<file path="config.mk">
export PLATFORM = sky130hd
export DESIGN_NAME = mpeb_ports
export DESIGN_NICKNAME = d
export VERILOG_FILES = /design/src/mpeb_pkg.sv /design/src/mpeb_sync.sv /design/src/mpeb_ports.sv
export SDC_FILE = /design/constraint.sdc
export NUM_CORES = 1
export LEC_CHECK = 0
export BUFFER_PORTS_ARGS = -buffer_cell sky130_fd_sc_hd__buf_2
export CORE_AREA = 2 2 122 124
export DETAILED_ROUTE_END_ITERATION = 8
export DIE_AREA = 0 0 124 126
export PLACE_DENSITY = 0.87
export SLEW_MARGIN = 20
export SYNTH_ARGS = -nofsm -noshare
export SYNTH_HDL_FRONTEND = slang
export SYNTH_SLANG_ARGS = --single-unit
</file>
<file path="constraint.sdc">
create_clock -name clk_sys -period 14.95 [get_ports clk_sys]
set_clock_uncertainty 0.05 [all_clocks]
set_input_delay 2.99 -clock clk_sys [delete_from_list [all_inputs] [get_ports clk_sys]]
set_output_delay 2.99 -clock clk_sys [all_outputs]
set_load 0.05 [all_outputs]
</file>
<file path="src/mpeb_pkg.sv">
// Purpose: Shared constants for the port and external bus block
// Assumes: One 10 MHz oscillator clock, 12 clocks per machine cycle
// Notes: States phase the machine cycle in six steps of two clocks
package mpeb_pkg;
  localparam int CLK_HZ = 10000000;
  localparam int OSC_PER_STATE = 2;
  localparam int STATES_PER_MC = 6;
  localparam logic [3:0] MC_LAST = 4'hb;
  // Strobe phase positions inside the machine cycle
  localparam logic [3:0] ALE_PH0 = 4'h0;
  localparam logic [3:0] ALE_PH1 = 4'h6;
  localparam logic [3:0] PROGRAM_STORE_STROBE_PH0_START = 4'h2;
  localparam logic [3:0] PROGRAM_STORE_STROBE_PH0_END = 4'h5;
  localparam logic [3:0] PROGRAM_STORE_STROBE_PH1_START = 4'h8;
  localparam logic [3:0] PROGRAM_STORE_STROBE_PH1_END = 4'hb;
  localparam logic [3:0] DATA_PH = 4'h3;
  localparam logic [7:0] PORT_RESET = 8'hff;
  localparam logic [15:0] INTERNAL_CODE_TOP = 16'h1fff;
  localparam int SYNC_STAGES = 3;
  typedef enum logic [1:0] {
    MPEB_IDLE = 2'b00,
    MPEB_FETCH = 2'b01,
    MPEB_DATA = 2'b10
  } mpeb_cyc_e;
endpackage

</file>
<file path="src/mpeb_sync.sv">
// Purpose: Three-stage pin synchroniser with agreement filter
// Assumes: Inputs asynchronous to clk_sys
// Notes: Stage one feeds only stage two
`timescale 1ns/100ps
module mpeb_sync #(
  parameter int WIDTH = 8
) (
  // Clock and reset
  input wire logic clk_sys,
  input wire logic rst,
  // Pins and clean level
  input wire logic [WIDTH-1:0] pinIn,
  output logic [WIDTH-1:0] cleanOut
);
  logic [WIDTH-1:0] s1_reg, s2_reg, s3_reg, clean_reg, clean_next;
  always_comb begin
    clean_next = clean_reg;
    for (int i = 0; i < WIDTH; i++) begin
      if (s2_reg[i] == s3_reg[i]) begin
        clean_next[i] = s3_reg[i];
      end
    end
  end
  always_ff @(posedge clk_sys or posedge rst) begin
    if (rst) begin
      s1_reg <= '1;
      s2_reg <= '1;
      s3_reg <= '1;
      clean_reg <= '1;
    end else begin
      s1_reg <= pinIn;
      s2_reg <= s1_reg;
      s3_reg <= s2_reg;
      clean_reg <= clean_next;
    end
  end
  assign cleanOut = clean_reg;
endmodule

</file>
<file path="src/mpeb_ports.sv">
// Purpose: Port pins, multiplexed external bus and strobes of a microcontroller
// Assumes: Core supplies latches, bus requests and alternate outputs on clk_sys
// Notes: Pullups are modelled as drive enables; weak pullup reads as pin released
`timescale 1ns/100ps
// Notes on behaviour
// - Low-bus port pin with latch one floats, serving as open-drain input.
// - External accesses multiplex low address then data, driving ones actively.
// - Other ports with latch one are weakly pulled high, readable as input.
// - Port one bit 0 is third timer clock, bit 1 its trigger.
// - High-bus port drives upper address for fetches and pointer data accesses.
// - Register-indirect data accesses keep the high-bus port latch on pins.
// - Port three alternates: rx, tx, two interrupts, two counts, write, read.
// - Reset forces ports one, two, three high asynchronously.
// - Address-latch strobe pulses at one sixth of oscillator rate outside external data accesses.
// - One address-latch pulse is omitted during each external data access.
// - Verification mode outputs code bytes on low-bus port; outside pulls up.
// - Program strobe pulses twice per fetch cycle, skips two for data access.
// - Access select high fetches internally below top; low fetches externally.
module mpeb_ports (
  // Clock and reset
  input wire logic clk_sys,
  input wire logic rst,
  // Core port latches and requests
  input wire logic [7:0] port0Latch,
  input wire logic [7:0] port1Latch,
  input wire logic [7:0] port2OutputLatch,
  input wire logic [7:0] port3Latch,
  input wire logic [15:0] programCounter,
  input wire logic dataReq,
  input wire logic dataWrite,
  input wire logic dataUsePointer,
  input wire logic [15:0] dataAddr,
  input wire logic [7:0] dataWrByte,
  input wire logic verifyMode,
  input wire logic [7:0] verifyCodeByte,
  input wire logic serialTxOut,
  // Pins
  input wire logic externalAccessSelect,
  input wire logic [7:0] port0In,
  output logic [7:0] port0Out,
  output logic [7:0] port0Oe,
  input wire logic [7:0] port1In,
  output logic [7:0] port1Out,
  output logic [7:0] port1Oe,
  input wire logic [7:0] port2In,
  output logic [7:0] port2Out,
  output logic [7:0] port2Oe,
  input wire logic [7:0] port3In,
  output logic [7:0] port3Out,
  output logic [7:0] port3Oe,
  output logic addrLatchStrobe,
  output logic programStoreStrobe_n,
  // Synchronised pin levels and alternate inputs to the core
  output logic [7:0] port0Sync,
  output logic [7:0] port1Sync,
  output logic [7:0] port2Sync,
  output logic [7:0] port3Sync,
  output logic timer2ExtClock,
  output logic timer2TriggerInput,
  output logic serialRxIn,
  output logic extInterruptZero,
  output logic extInterruptOne,
  output logic timer0CountInput,
  output logic timer1CountInput,
  output logic [7:0] dataRdByte,
  output logic dataDone,
  output logic fetchExternal
);
  logic [3:0] phase_reg, phase_next;
  mpeb_pkg::mpeb_cyc_e cyc_reg, cyc_next;
  logic [15:0] addr_reg, addr_next;
  logic wr_reg, wr_next, ptr_reg, ptr_next;
  logic [7:0] wdat_reg, wdat_next, rdat_reg, rdat_next;
  logic done_reg, done_next;
  logic [7:0] p0o_next, p0e_next, p1o_next, p1e_next, p2o_next, p2e_next, p3o_next, p3e_next;
  logic ale_next, program_store_strobe_next;
  logic [7:0] p0o_reg, p0e_reg, p1o_reg, p1e_reg, p2o_reg, p2e_reg, p3o_reg, p3e_reg;
  logic ale_reg, program_store_strobe_reg, fext_reg;
  logic [7:0] s0, s1, s2, s3;
  logic fextNext;
  logic eaSync;

  mpeb_sync #(.WIDTH(32)) u_sync (
    .clk_sys(clk_sys),
    .rst(rst),
    .pinIn({port3In, port2In, port1In, port0In}),
    .cleanOut({s3, s2, s1, s0})
  );

  // Access select is a pin too; a raw level could split one fetch decision
  mpeb_sync #(.WIDTH(1)) u_sync_sel (
    .clk_sys(clk_sys),
    .rst(rst),
    .pinIn(externalAccessSelect),
    .cleanOut(eaSync)
  );

  // Quasi-bidirectional pin: drive low for zero, weak pullup (released) for one
  function automatic logic [7:0] quasiOe(input logic [7:0] latch);
    return ~latch;
  endfunction

  always_comb begin
    // external fetch when select low or counter beyond internal top
    fextNext = !eaSync || (programCounter > mpeb_pkg::INTERNAL_CODE_TOP);
    phase_next = (phase_reg == mpeb_pkg::MC_LAST) ? 4'h0 : phase_reg + 4'h1;
    cyc_next = cyc_reg;
    addr_next = addr_reg;
    wr_next = wr_reg;
    ptr_next = ptr_reg;
    wdat_next = wdat_reg;
    rdat_next = rdat_reg;
    done_next = 1'b0;
    if (phase_reg == mpeb_pkg::MC_LAST) begin
      if (cyc_reg == mpeb_pkg::MPEB_DATA) begin
        done_next = 1'b1;
      end
      if (dataReq && !verifyMode) begin
        cyc_next = mpeb_pkg::MPEB_DATA;
        addr_next = dataAddr;
        wr_next = dataWrite;
        ptr_next = dataUsePointer;
        wdat_next = dataWrByte;
      end else if (fextNext) begin
        cyc_next = mpeb_pkg::MPEB_FETCH;
        addr_next = programCounter;
      end else begin
        cyc_next = mpeb_pkg::MPEB_IDLE;
      end
    end
    if (cyc_reg == mpeb_pkg::MPEB_DATA && !wr_reg && phase_reg == mpeb_pkg::PROGRAM_STORE_STROBE_PH1_END) begin
      rdat_next = s0;
    end
    // two pulses per machine cycle, i.e. one sixth of the clock
    ale_next = (phase_next == mpeb_pkg::ALE_PH0) || (phase_next == mpeb_pkg::ALE_PH1);
    if (cyc_reg == mpeb_pkg::MPEB_DATA && phase_next == mpeb_pkg::ALE_PH1) begin
      ale_next = 1'b0;
    end
    program_store_strobe_next = 1'b1;
    if (cyc_next == mpeb_pkg::MPEB_FETCH || (phase_next != 4'h0 && cyc_reg == mpeb_pkg::MPEB_FETCH)) begin
      // two strobes in a fetch cycle; none in data or internal cycles
      if ((phase_next >= mpeb_pkg::PROGRAM_STORE_STROBE_PH0_START && phase_next <= mpeb_pkg::PROGRAM_STORE_STROBE_PH0_END) ||
          (phase_next >= mpeb_pkg::PROGRAM_STORE_STROBE_PH1_START && phase_next <= mpeb_pkg::PROGRAM_STORE_STROBE_PH1_END)) begin
        program_store_strobe_next = 1'b0;
      end
    end
    // Normal port behaviour
    p0o_next = 8'h00;
    p0e_next = quasiOe(port0Latch);
    p1o_next = 8'h00;
    p1e_next = quasiOe(port1Latch);
    p2o_next = 8'h00;
    p2e_next = quasiOe(port2OutputLatch);
    p3o_next = {7'h00, 1'b0};
    p3e_next = quasiOe(port3Latch & {6'h3f, serialTxOut, 1'b1});
    if (verifyMode) begin
      // code bytes driven only as pull-downs; outside pulls up
      p0e_next = ~verifyCodeByte;
      p1e_next = 8'h00;
      p2e_next = 8'h00;
    end else if (cyc_next != mpeb_pkg::MPEB_IDLE) begin
      // address phase then data phase, ones driven actively
      p0e_next = 8'hff;
      p0o_next = addr_next[7:0];
      if (cyc_next == mpeb_pkg::MPEB_DATA && phase_next >= mpeb_pkg::DATA_PH) begin
        p0o_next = wdat_next;
        p0e_next = wr_next ? 8'hff : 8'h00;
      end else if (cyc_next == mpeb_pkg::MPEB_FETCH && phase_next >= mpeb_pkg::DATA_PH) begin
        p0e_next = 8'h00;
      end
      if (cyc_next == mpeb_pkg::MPEB_FETCH || ptr_next) begin
        p2o_next = addr_next[15:8];
        p2e_next = 8'hff;
      end
      // strobes low only inside the data cycle
      if (cyc_next == mpeb_pkg::MPEB_DATA && phase_next >= mpeb_pkg::DATA_PH) begin
        p3e_next[6] = p3e_next[6] | wr_next;
        p3e_next[7] = p3e_next[7] | !wr_next;
      end
    end
  end

  always_ff @(posedge clk_sys or posedge rst) begin
    if (rst) begin
      phase_reg <= 4'h0;
      cyc_reg <= mpeb_pkg::MPEB_IDLE;
      addr_reg <= 16'h0000;
      wr_reg <= 1'b0;
      ptr_reg <= 1'b0;
      wdat_reg <= 8'h00;
      rdat_reg <= 8'h00;
      done_reg <= 1'b0;
      fext_reg <= 1'b0;
      ale_reg <= 1'b0;
      program_store_strobe_reg <= 1'b1;
      // forced high without waiting for a clock edge
      p0o_reg <= 8'h00;
      p0e_reg <= 8'h00;
      p1o_reg <= 8'h00;
      p1e_reg <= 8'h00;
      p2o_reg <= 8'h00;
      p2e_reg <= 8'h00;
      p3o_reg <= 8'h00;
      p3e_reg <= 8'h00;
    end else begin
      phase_reg <= phase_next;
      cyc_reg <= cyc_next;
      addr_reg <= addr_next;
      wr_reg <= wr_next;
      ptr_reg <= ptr_next;
      wdat_reg <= wdat_next;
      rdat_reg <= rdat_next;
      done_reg <= done_next;
      fext_reg <= fextNext;
      ale_reg <= ale_next;
      program_store_strobe_reg <= program_store_strobe_next;
      p0o_reg <= p0o_next;
      p0e_reg <= p0e_next;
      p1o_reg <= p1o_next;
      p1e_reg <= p1e_next;
      p2o_reg <= p2o_next;
      p2e_reg <= p2e_next;
      p3o_reg <= p3o_next;
      p3e_reg <= p3e_next;
    end
  end

  // Pin outputs and synchronised alternate inputs
  assign port0Out = p0o_reg;
  assign port0Oe = p0e_reg;
  assign port1Out = p1o_reg;
  assign port1Oe = p1e_reg;
  assign port2Out = p2o_reg;
  assign port2Oe = p2e_reg;
  assign port3Out = p3o_reg;
  assign port3Oe = p3e_reg;
  assign addrLatchStrobe = ale_reg;
  assign programStoreStrobe_n = program_store_strobe_reg;
  assign port0Sync = s0;
  assign port1Sync = s1;
  assign port2Sync = s2;
  assign port3Sync = s3;
  assign timer2ExtClock = s1[0];
  assign timer2TriggerInput = s1[1];
  assign serialRxIn = s3[0];
  assign extInterruptZero = s3[2];
  assign extInterruptOne = s3[3];
  assign timer0CountInput = s3[4];
  assign timer1CountInput = s3[5];
  assign dataRdByte = rdat_reg;
  assign dataDone = done_reg;
  assign fetchExternal = fext_reg;

  a_ale_cadence: assert property (@(posedge clk_sys) disable iff (rst)
    (phase_reg == mpeb_pkg::MC_LAST || (phase_reg == 4'h5 && cyc_reg != mpeb_pkg::MPEB_DATA)) |=> addrLatchStrobe)
    else $error("address strobe missing at cycle start");
  a_ale_skip: assert property (@(posedge clk_sys) disable iff (rst)
    (phase_reg == 4'h5 && cyc_reg == mpeb_pkg::MPEB_DATA) |-> ##1 !addrLatchStrobe)
    else $error("address strobe not skipped in data cycle");
  a_program_store_strobe_data: assert property (@(posedge clk_sys) disable iff (rst)
    (cyc_reg == mpeb_pkg::MPEB_DATA && phase_reg != 4'h0) |-> programStoreStrobe_n)
    else $error("program strobe active in data cycle");
  a_strobe_idle: assert property (@(posedge clk_sys) disable iff (rst)
    (cyc_reg != mpeb_pkg::MPEB_DATA) |-> !port3Oe[6] || !$past(port3Latch[6]))
    else $error("write strobe outside data cycle");
  a_p1_quasi: assert property (@(posedge clk_sys) disable iff (rst)
    !verifyMode |=> port1Oe == ~$past(port1Latch))
    else $error("port one drive wrong");
  a_p2_addr: assert property (@(posedge clk_sys) disable iff (rst)
    (cyc_reg == mpeb_pkg::MPEB_FETCH && !verifyMode && phase_reg == 4'h1) |-> port2Oe == 8'hff && port2Out == addr_reg[15:8])
    else $error("high address missing on fetch");
  a_p0_verify: assert property (@(posedge clk_sys) disable iff (rst)
    verifyMode |=> port0Oe == ~$past(verifyCodeByte))
    else $error("code byte not shown in verification");
  a_p0_float: assert property (@(posedge clk_sys) disable iff (rst)
    (!verifyMode && cyc_next == mpeb_pkg::MPEB_IDLE) |=> port0Oe == ~$past(port0Latch))
    else $error("low bus not released");
endmodule

</file>
==> results.md, run 1 <==
- Critical hold path startpoint: u_sync.s1_reg[20]$_DFF_PP1_
- Count of buffers from port buffering: 218
- CP startpoint kind: input port
- EDFF count, synth: 0
- Reg-to-Reg Start: phase_reg[0]$_DFF_PP0_
- Sink Count: around 220
- Setup_tns: 0 ps
- Cells along the critical path: buf_2, nand2b_1, nor2_2, nor2_1, nor2_1, a211oi_1
- Tmin final: around 5100 ps
- Yosys warnings: 0
- Drt initial violations: 236
- DRC viols: 0
- HP Class: reg2reg
- Worst Tran Pin Value: between 800 and 900 ps
- Top_reg_cell synth: dfstp_2
- CP startpoint: verifyMode
- DRT antenna net count: 0
- Root buffer cell: clkbuf_16
- WP buf/inv: 1
- Area leader, netlist: dfstp_2
- GRT Total Usage: 22.9%
- Synthesized cell area: between 7000 and 8000 sq um
- Clock latency on the worst-skew pair: between 400 and 500 ps
- Hold violation count in the final report: 0
- Worst VDD drop: slightly above 0.00008 V
- Post-synth ARST share: 100%
- Count leader, synth: dfstp_2
- Worst reg2reg setup slack: 11930 ps
- Leak pwr: 4.49 nW
- # hold bufs at CTS: 0
- Synth top cells by count: dfstp_2, dfrtp_1, nor2_1
- CP peak stage delay: approximately 690 ps
- Ports: 235
- Layout cell share with drive strength beyond 1: 55.4%
- GPL Wtd Cong: between 0.8 and 0.9
- Register area share after synthesis: between 70% and 80%
- Post-synth cell types: between 40 and 50
- Post-CTS Repair Setup Buffers: 0
- CP Max Fanout: 37
- Via count: a little under 5000
- Die ar.: ~16000 sq um
- Initial antenna violation count: 3
- TritonCTS buffer count: 22
- Area grow syn2layout: 23.9%
- Initial Util: 54.3%
- DP HPWL: approximately 12 mm
- Congestion Overflow GR: 0
- Core ar.: roughly 14000 sq um
- CP Capture Type: flop
- Max-slew violation count: 0
- Clock Tree Buf Depth: 3
- Syn Area/Cell: between 15 and 20 sq um
- Die height: 126 microns
- Clock Pin Slew Worst Setup and Hold Paths: 60 ps
- DIE WIDTH: 124 microns
- Fmax: between 0.15 and 0.2 GHz
- First-pass GRT wire length: between 20 and 30 mm
- Post-CTS resize count: 0
- Mapped Cells: around 510
- DRT Pass-1 Iters: 4
- Register bit total from synthesis: 224
- CP Class: in2reg
- Fin nets: about 850
- Max-Cap Viols: 0
- Critical Path AT: 5430 ps
- Crit share post-route: ~34%
- RSZ-0062 raised after global routing: no
- Final cell utilization of the core: roughly two thirds
- Vias in the first global route: slightly above 5000
- CP most frequent cell: nor2_1
- # setup viols final: 0
- Power density over cell area: between 100 and 150 nW/um^2
- TritonCTS clock tree: yes
- WP data required: roughly 15000 ps
- Critical path's slowest cell: nand2b_1
- H-tree levels: 1
- Status: finished, final reports clean
- Via density: just over 5
- Slew headroom: roughly two fifths
- Pin count of the biggest net entering global routing: roughly 140
- WL per Instance: around 19 microns
- Synth top area share: between 40% and 50%
- Std-Cell Rows: 44
- WL final: around 18 mm
- Area contributors post-synth: dfstp_2, dfrtp_1, maj3_1, mux2_2, buf_4
- CP delay by family, top: simple AND/OR/NAND/NOR gates
==> area by class of cell <==
type	count	area [sq um]
Clock buffer	37	708
Fill cell	1001	4680
Inverter	11	48.8
Sequential cell	224	5770
Tap cell	184	230
Antenna cell	2	5.00
Timing Repair Buffer	219	1100
Clock inverter	3	17.5
Multi-Input combinational cell	251	1750
==> path summary, 6_finish.rpt <==
check	endpoint	cells past startpoint
min in group asynchronous	dataRdByte[3]$_DFFE_PP0P_	2
min	u_sync.s2_reg[20]$_DFF_PP1_	0
max reg2reg	port0Out[0]$_DFF_PP0_	6
max	port0Out[0]$_DFF_PP0_	6
max in group asynchronous	port3Oe[2]$_DFF_PP0_	3
min reg2reg	u_sync.s2_reg[20]$_DFF_PP1_	0
==> through the flow <==
stage / hold slack (ps) / instance area (sq um) / std cells / power, mW / setup WS, ps
floorplan: 295 / 7830 / 528 / 0.820 / 6000
global placement: 295 / 8890 / 889 / 0.862 / 9590
detailed placement: 297 / 8890 / 889 / 0.870 / 9400
CTS: 300 / 9620 / 929 / 1.41 / 9910
global route: 306 / 9630 / 931 / 1.46 / 9670
finish: 303 / 9630 / 931 / 1.40 / 9850
==> kinds of logic (layout without fill, tap and decap cells) <==
family | Yosys count | count (layout) | synth area share, %
flops | 224 | 224 | 74.3
compound gates | 89 | 89 | 7.89
simple gates | 86 | 86 | 5.62
buf+inv | 53 | 270 | 4.01
fa+ha+maj | 38 | 38 | 5.05
mux | 22 | 22 | 3.12
other cells | 1 | 18 | 0.0482
==> worst reg2reg max path: cells and delay by family (launching register included) <==
family | cells | cell delay, ps
adder cells (fa/ha/maj) | 1 | 390
AND/OR/NAND/NOR | 4 | 1650
flip-flops | 1 | 510
AO/OA/AOI/OAI | 1 | 320
==> power breakdown <==
part	leakage, nW	internal, mW	switching, mW	total (mW)
Clock	0.356	0.322	0.214	0.536
Combinational	1.61	0.0450	0.133	0.178
Sequential	2.52	0.664	0.0195	0.684
Total	4.49	1.03	0.367	1.40
==> metal layers <==
| layer | vias to the layer above | GRT usage, % | share of wire, % |
|---|---|---|---|
| li1 | 2152 | - | - |
| met1 | 2398 | 28.8 | 39 |
| met2 | 230 | 39.3 | 51 |
| met3 | 33 | 5.34 | 8.1 |
| met4 | 2 | 6.87 | 2.3 |
| met5 | - | 0 | 0.073 |
==> placed cells by master, fill, tap and decap left out, drive strengths merged, types with 4 or more instances in the layout <==
cell type	count
clkbuf	37
a211oi	13
a21oi	23
maj3	33
ha	5
dfrtp	91
mux2	18
and3b	9
dfstp	133
o21ai	13
conb	16
inv	11
mux2i	4
a31oi	9
nor2b	4
o22ai	5
a2bb2oi	8
buf	219
o2bb2ai	8
nand2b	5
nand2	16
nor2	40
nor3	4
(Power assumes the default switching activity.)
==> inputs of run 2 (changes only) <==
CORE_AREA = 2 2 133 135   (was 2 2 122 124)
DIE_AREA = 0 0 135 137   (was 0 0 124 126)
PLACE_DENSITY = 0.78   (was 0.87)
clock period = 4.4 ns   (was 14.95 ns; I/O delays follow)
==> run 2 against run 1 <==
Net effect: worst hold slack got worse by 7.1 ps; utilization fell by 10 points; combinational power rose to 3.4 times the previous value; sequential share of layout area fell by 0.85 points; sequential power rose to 3.4 times the previous value; clock power rose to 3.7 times the previous value; largest cell class unchanged; non-clock buffer count rose by 2; die area rose by 18%; first-iteration DRC count fell by 17%.
==> results.md, run 2 (same netlist as run 1, synthesis figures left out) <==
- Reg-to-Reg Start: phase_reg[0]$_DFF_PP0_
- Post-CTS Repair Setup Buffers: 0 (unchanged)
- CP startpoint: phase_reg[0]$_DFF_PP0_
- Status: finished, final reports clean
- Reg-to-reg endpoint: port0Out[6]$_DFF_PP0_
- Final WS setup: 1510 ps (-8340 ps)
- Via density: 4.78 (-7.5%)
- GRT Total Usage: 16.8% (-6.1 points)
- CP Class: reg2reg
- Via count: 4665 (-3.1%)
- Worst r2r path cells: 6 (unchanged)
- Critical Path AT: 3230 ps (-2200 ps)
- Vias in the first global route: 4756 (-7.3%)
- Initial Util: 45.6% (-8.7 points)
- Congestion Overflow GR: 0 (unchanged)
- Slew headroom: 39.2% (-0.59 points)
- Pre-CTS setup slack: 1310 ps (-8090 ps)
- Worst VDD drop: 0.000344 V (+320%)
- Post-CTS resize count: 0 (unchanged)
- Max-slew violation count: 0 (unchanged)
- GPL Wtd Cong: 0.840 (-1.3%)
- Area grow syn2layout: 25.7%
- WHS Path Cells: 0 (unchanged)
- Worst Tran Pin Value: 906 ps (+8.85 ps)
- WL final: 16.1 mm (-9.6%)
- Leak pwr: 4.53 nW (+1.0%)
- Tmin final: 2890 ps
- Final cell count without fillers: 975 (+4.7%)
- Clock latency on the worst-skew pair: 490 ps (about the same)
- CP Capture Type: flop
- Std-Cell Rows: 48 (+9.1%)
- DIE WIDTH: 135 microns (+8.9%)
- Final total power: 4.87 mW (+250%)
- DRC viols: 0 (unchanged)
- CP startpoint kind: flop
- TritonCTS buffer count: 23 (+4.5%)
- Initial antenna violation count: 3 (unchanged)
- Commonest non-fill, non-tap cell in the layout: buf_2
- TritonCTS clock tree: yes
- Sink Count: 224 (unchanged)
- Setup_tns: 0 ps (unchanged)
- Max-Cap Viols: 0 (unchanged)
- Root buffer cell: clkbuf_16
- WP data required: 4750 ps (-10530 ps)
- Worst hold endpoint: u_sync_sel.s2_reg$_DFF_PP1_
- WL per Instance: 16.6 microns (-14%)
- DP HPWL: 11.3 mm (-8.0%)
- Clock Tree Buf Depth: 3 (unchanged)
- CP Max Fanout: 19 (-49%)
- Fmax: approximately 0.35 GHz
- Power density over cell area: 499 nW/um^2 (+240%)
- Pin count of the biggest net entering global routing: 113 (-18%)
- DRT Pass-1 Iters: 4 (unchanged)
- Ports: 235 (unchanged)
- # hold bufs at CTS: 0 (unchanged)
- Core ar.: 17100 sq um (+19%)
- Crit share post-route: about 66%
- Layout cell share with drive strength beyond 1: 56.2% (+0.77 points)
- WHS: 296 ps (-7.10 ps)
- Drt initial violations: 196 (-17%)
- Critical hold path startpoint: u_sync_sel.s1_reg$_DFF_PP1_
- Count of buffers from port buffering: 218 (unchanged)
- Hold violation count in the final report: 0 (unchanged)
- Die ar.: 18500 sq um (+18%)
- H-tree levels: 1 (unchanged)
- Die height: 137 microns (+8.7%)
- Fin nets: 857 (+0.35%)
- # setup viols final: 0 (unchanged)
- HP Class: reg2reg
- Worst reg2reg setup slack: 1510 ps (-10420 ps)
- First-pass GRT wire length: 24.3 mm (-11%)
- Most frequent cells in the layout: buf_2, dfstp_2, dfrtp_1
- DRT antenna net count: 0 (unchanged)
- RSZ-0062 raised after global routing: no
- Clock Pin Slew Worst Setup and Hold Paths: 60 ps (about the same)
- Placed insts: 932 (+4.8%)
## run 2: changes by cell type in the layout (fill, tap and decap cells not counted), sizes merged
cell	previous run	this run
clkinvlp	1	2
clkinv	2	8
inv	11	12
clkbuf	37	28
bufinv	0	3
buf	219	221
diode	2	1
## run 2: metrics by stage
stage / util, % / area [sq um]
2_1_floorplan: - / 7830
3_3_place_gp: 52.7 / 8980
3_5_place_dp: 52.7 / 8980
4_1_cts: 57.3 / 9770
5_1_grt: 57.3 / 9770
6_report: 57.3 / 9770
## run 2: routing by layer
metal | routed length (microns) | global-route usage [%]
met1 | 6480 | 21.1
met2 | 8100 | 27.8
met3 | 1050 | 4.37
met4 | 500 | 6.71
met5 | 21 | 0
## run 2: worst max-delay path by stage
| stage | end | slack (ps) | cells past startpoint |
|---|---|---|---|
| 3_5_place_dp | port0Out[1]$_DFF_PP0_ | 1310 | 6 |
| 5_1_grt | port0Out[0]$_DFF_PP0_ | 1270 | 6 |
| 2_1_floorplan | addrLatchStrobe$_DFF_PP0_ | 650 | 1 |
| 6_report | port0Out[6]$_DFF_PP0_ | 1510 | 6 |
| 3_3_place_gp | port0Out[7]$_DFF_PP0_ | 1390 | 6 |
| 4_1_cts | port0Out[6]$_DFF_PP0_ | 1520 | 6 |
## run 2: final cells by class
type	instances	area, sq um
Clock inverter	14	159
Inverter	11	45.0
Sequential cell	224	5770
Clock buffer	28	624
Timing Repair Buffer	221	1140
Fill cell	1398	7290
Antenna cell	1	2.50
Multi-Input combinational cell	251	1750
Tap cell	225	282
## run 2: power breakdown
group          internal (mW)  total (mW)  switching [mW]
Combinational          0.156       0.597           0.441
Clock                   1.19        1.96           0.769
Sequential              2.26        2.32          0.0599
## run 2: worst max-delay path, stage by stage (launching register included)
cell      delay, ps
dfrtp_1         500
ha_1            370
and3b_1         670
nor3_1          230
nor2_2          340
nand2_1         310
a211oi_1        310
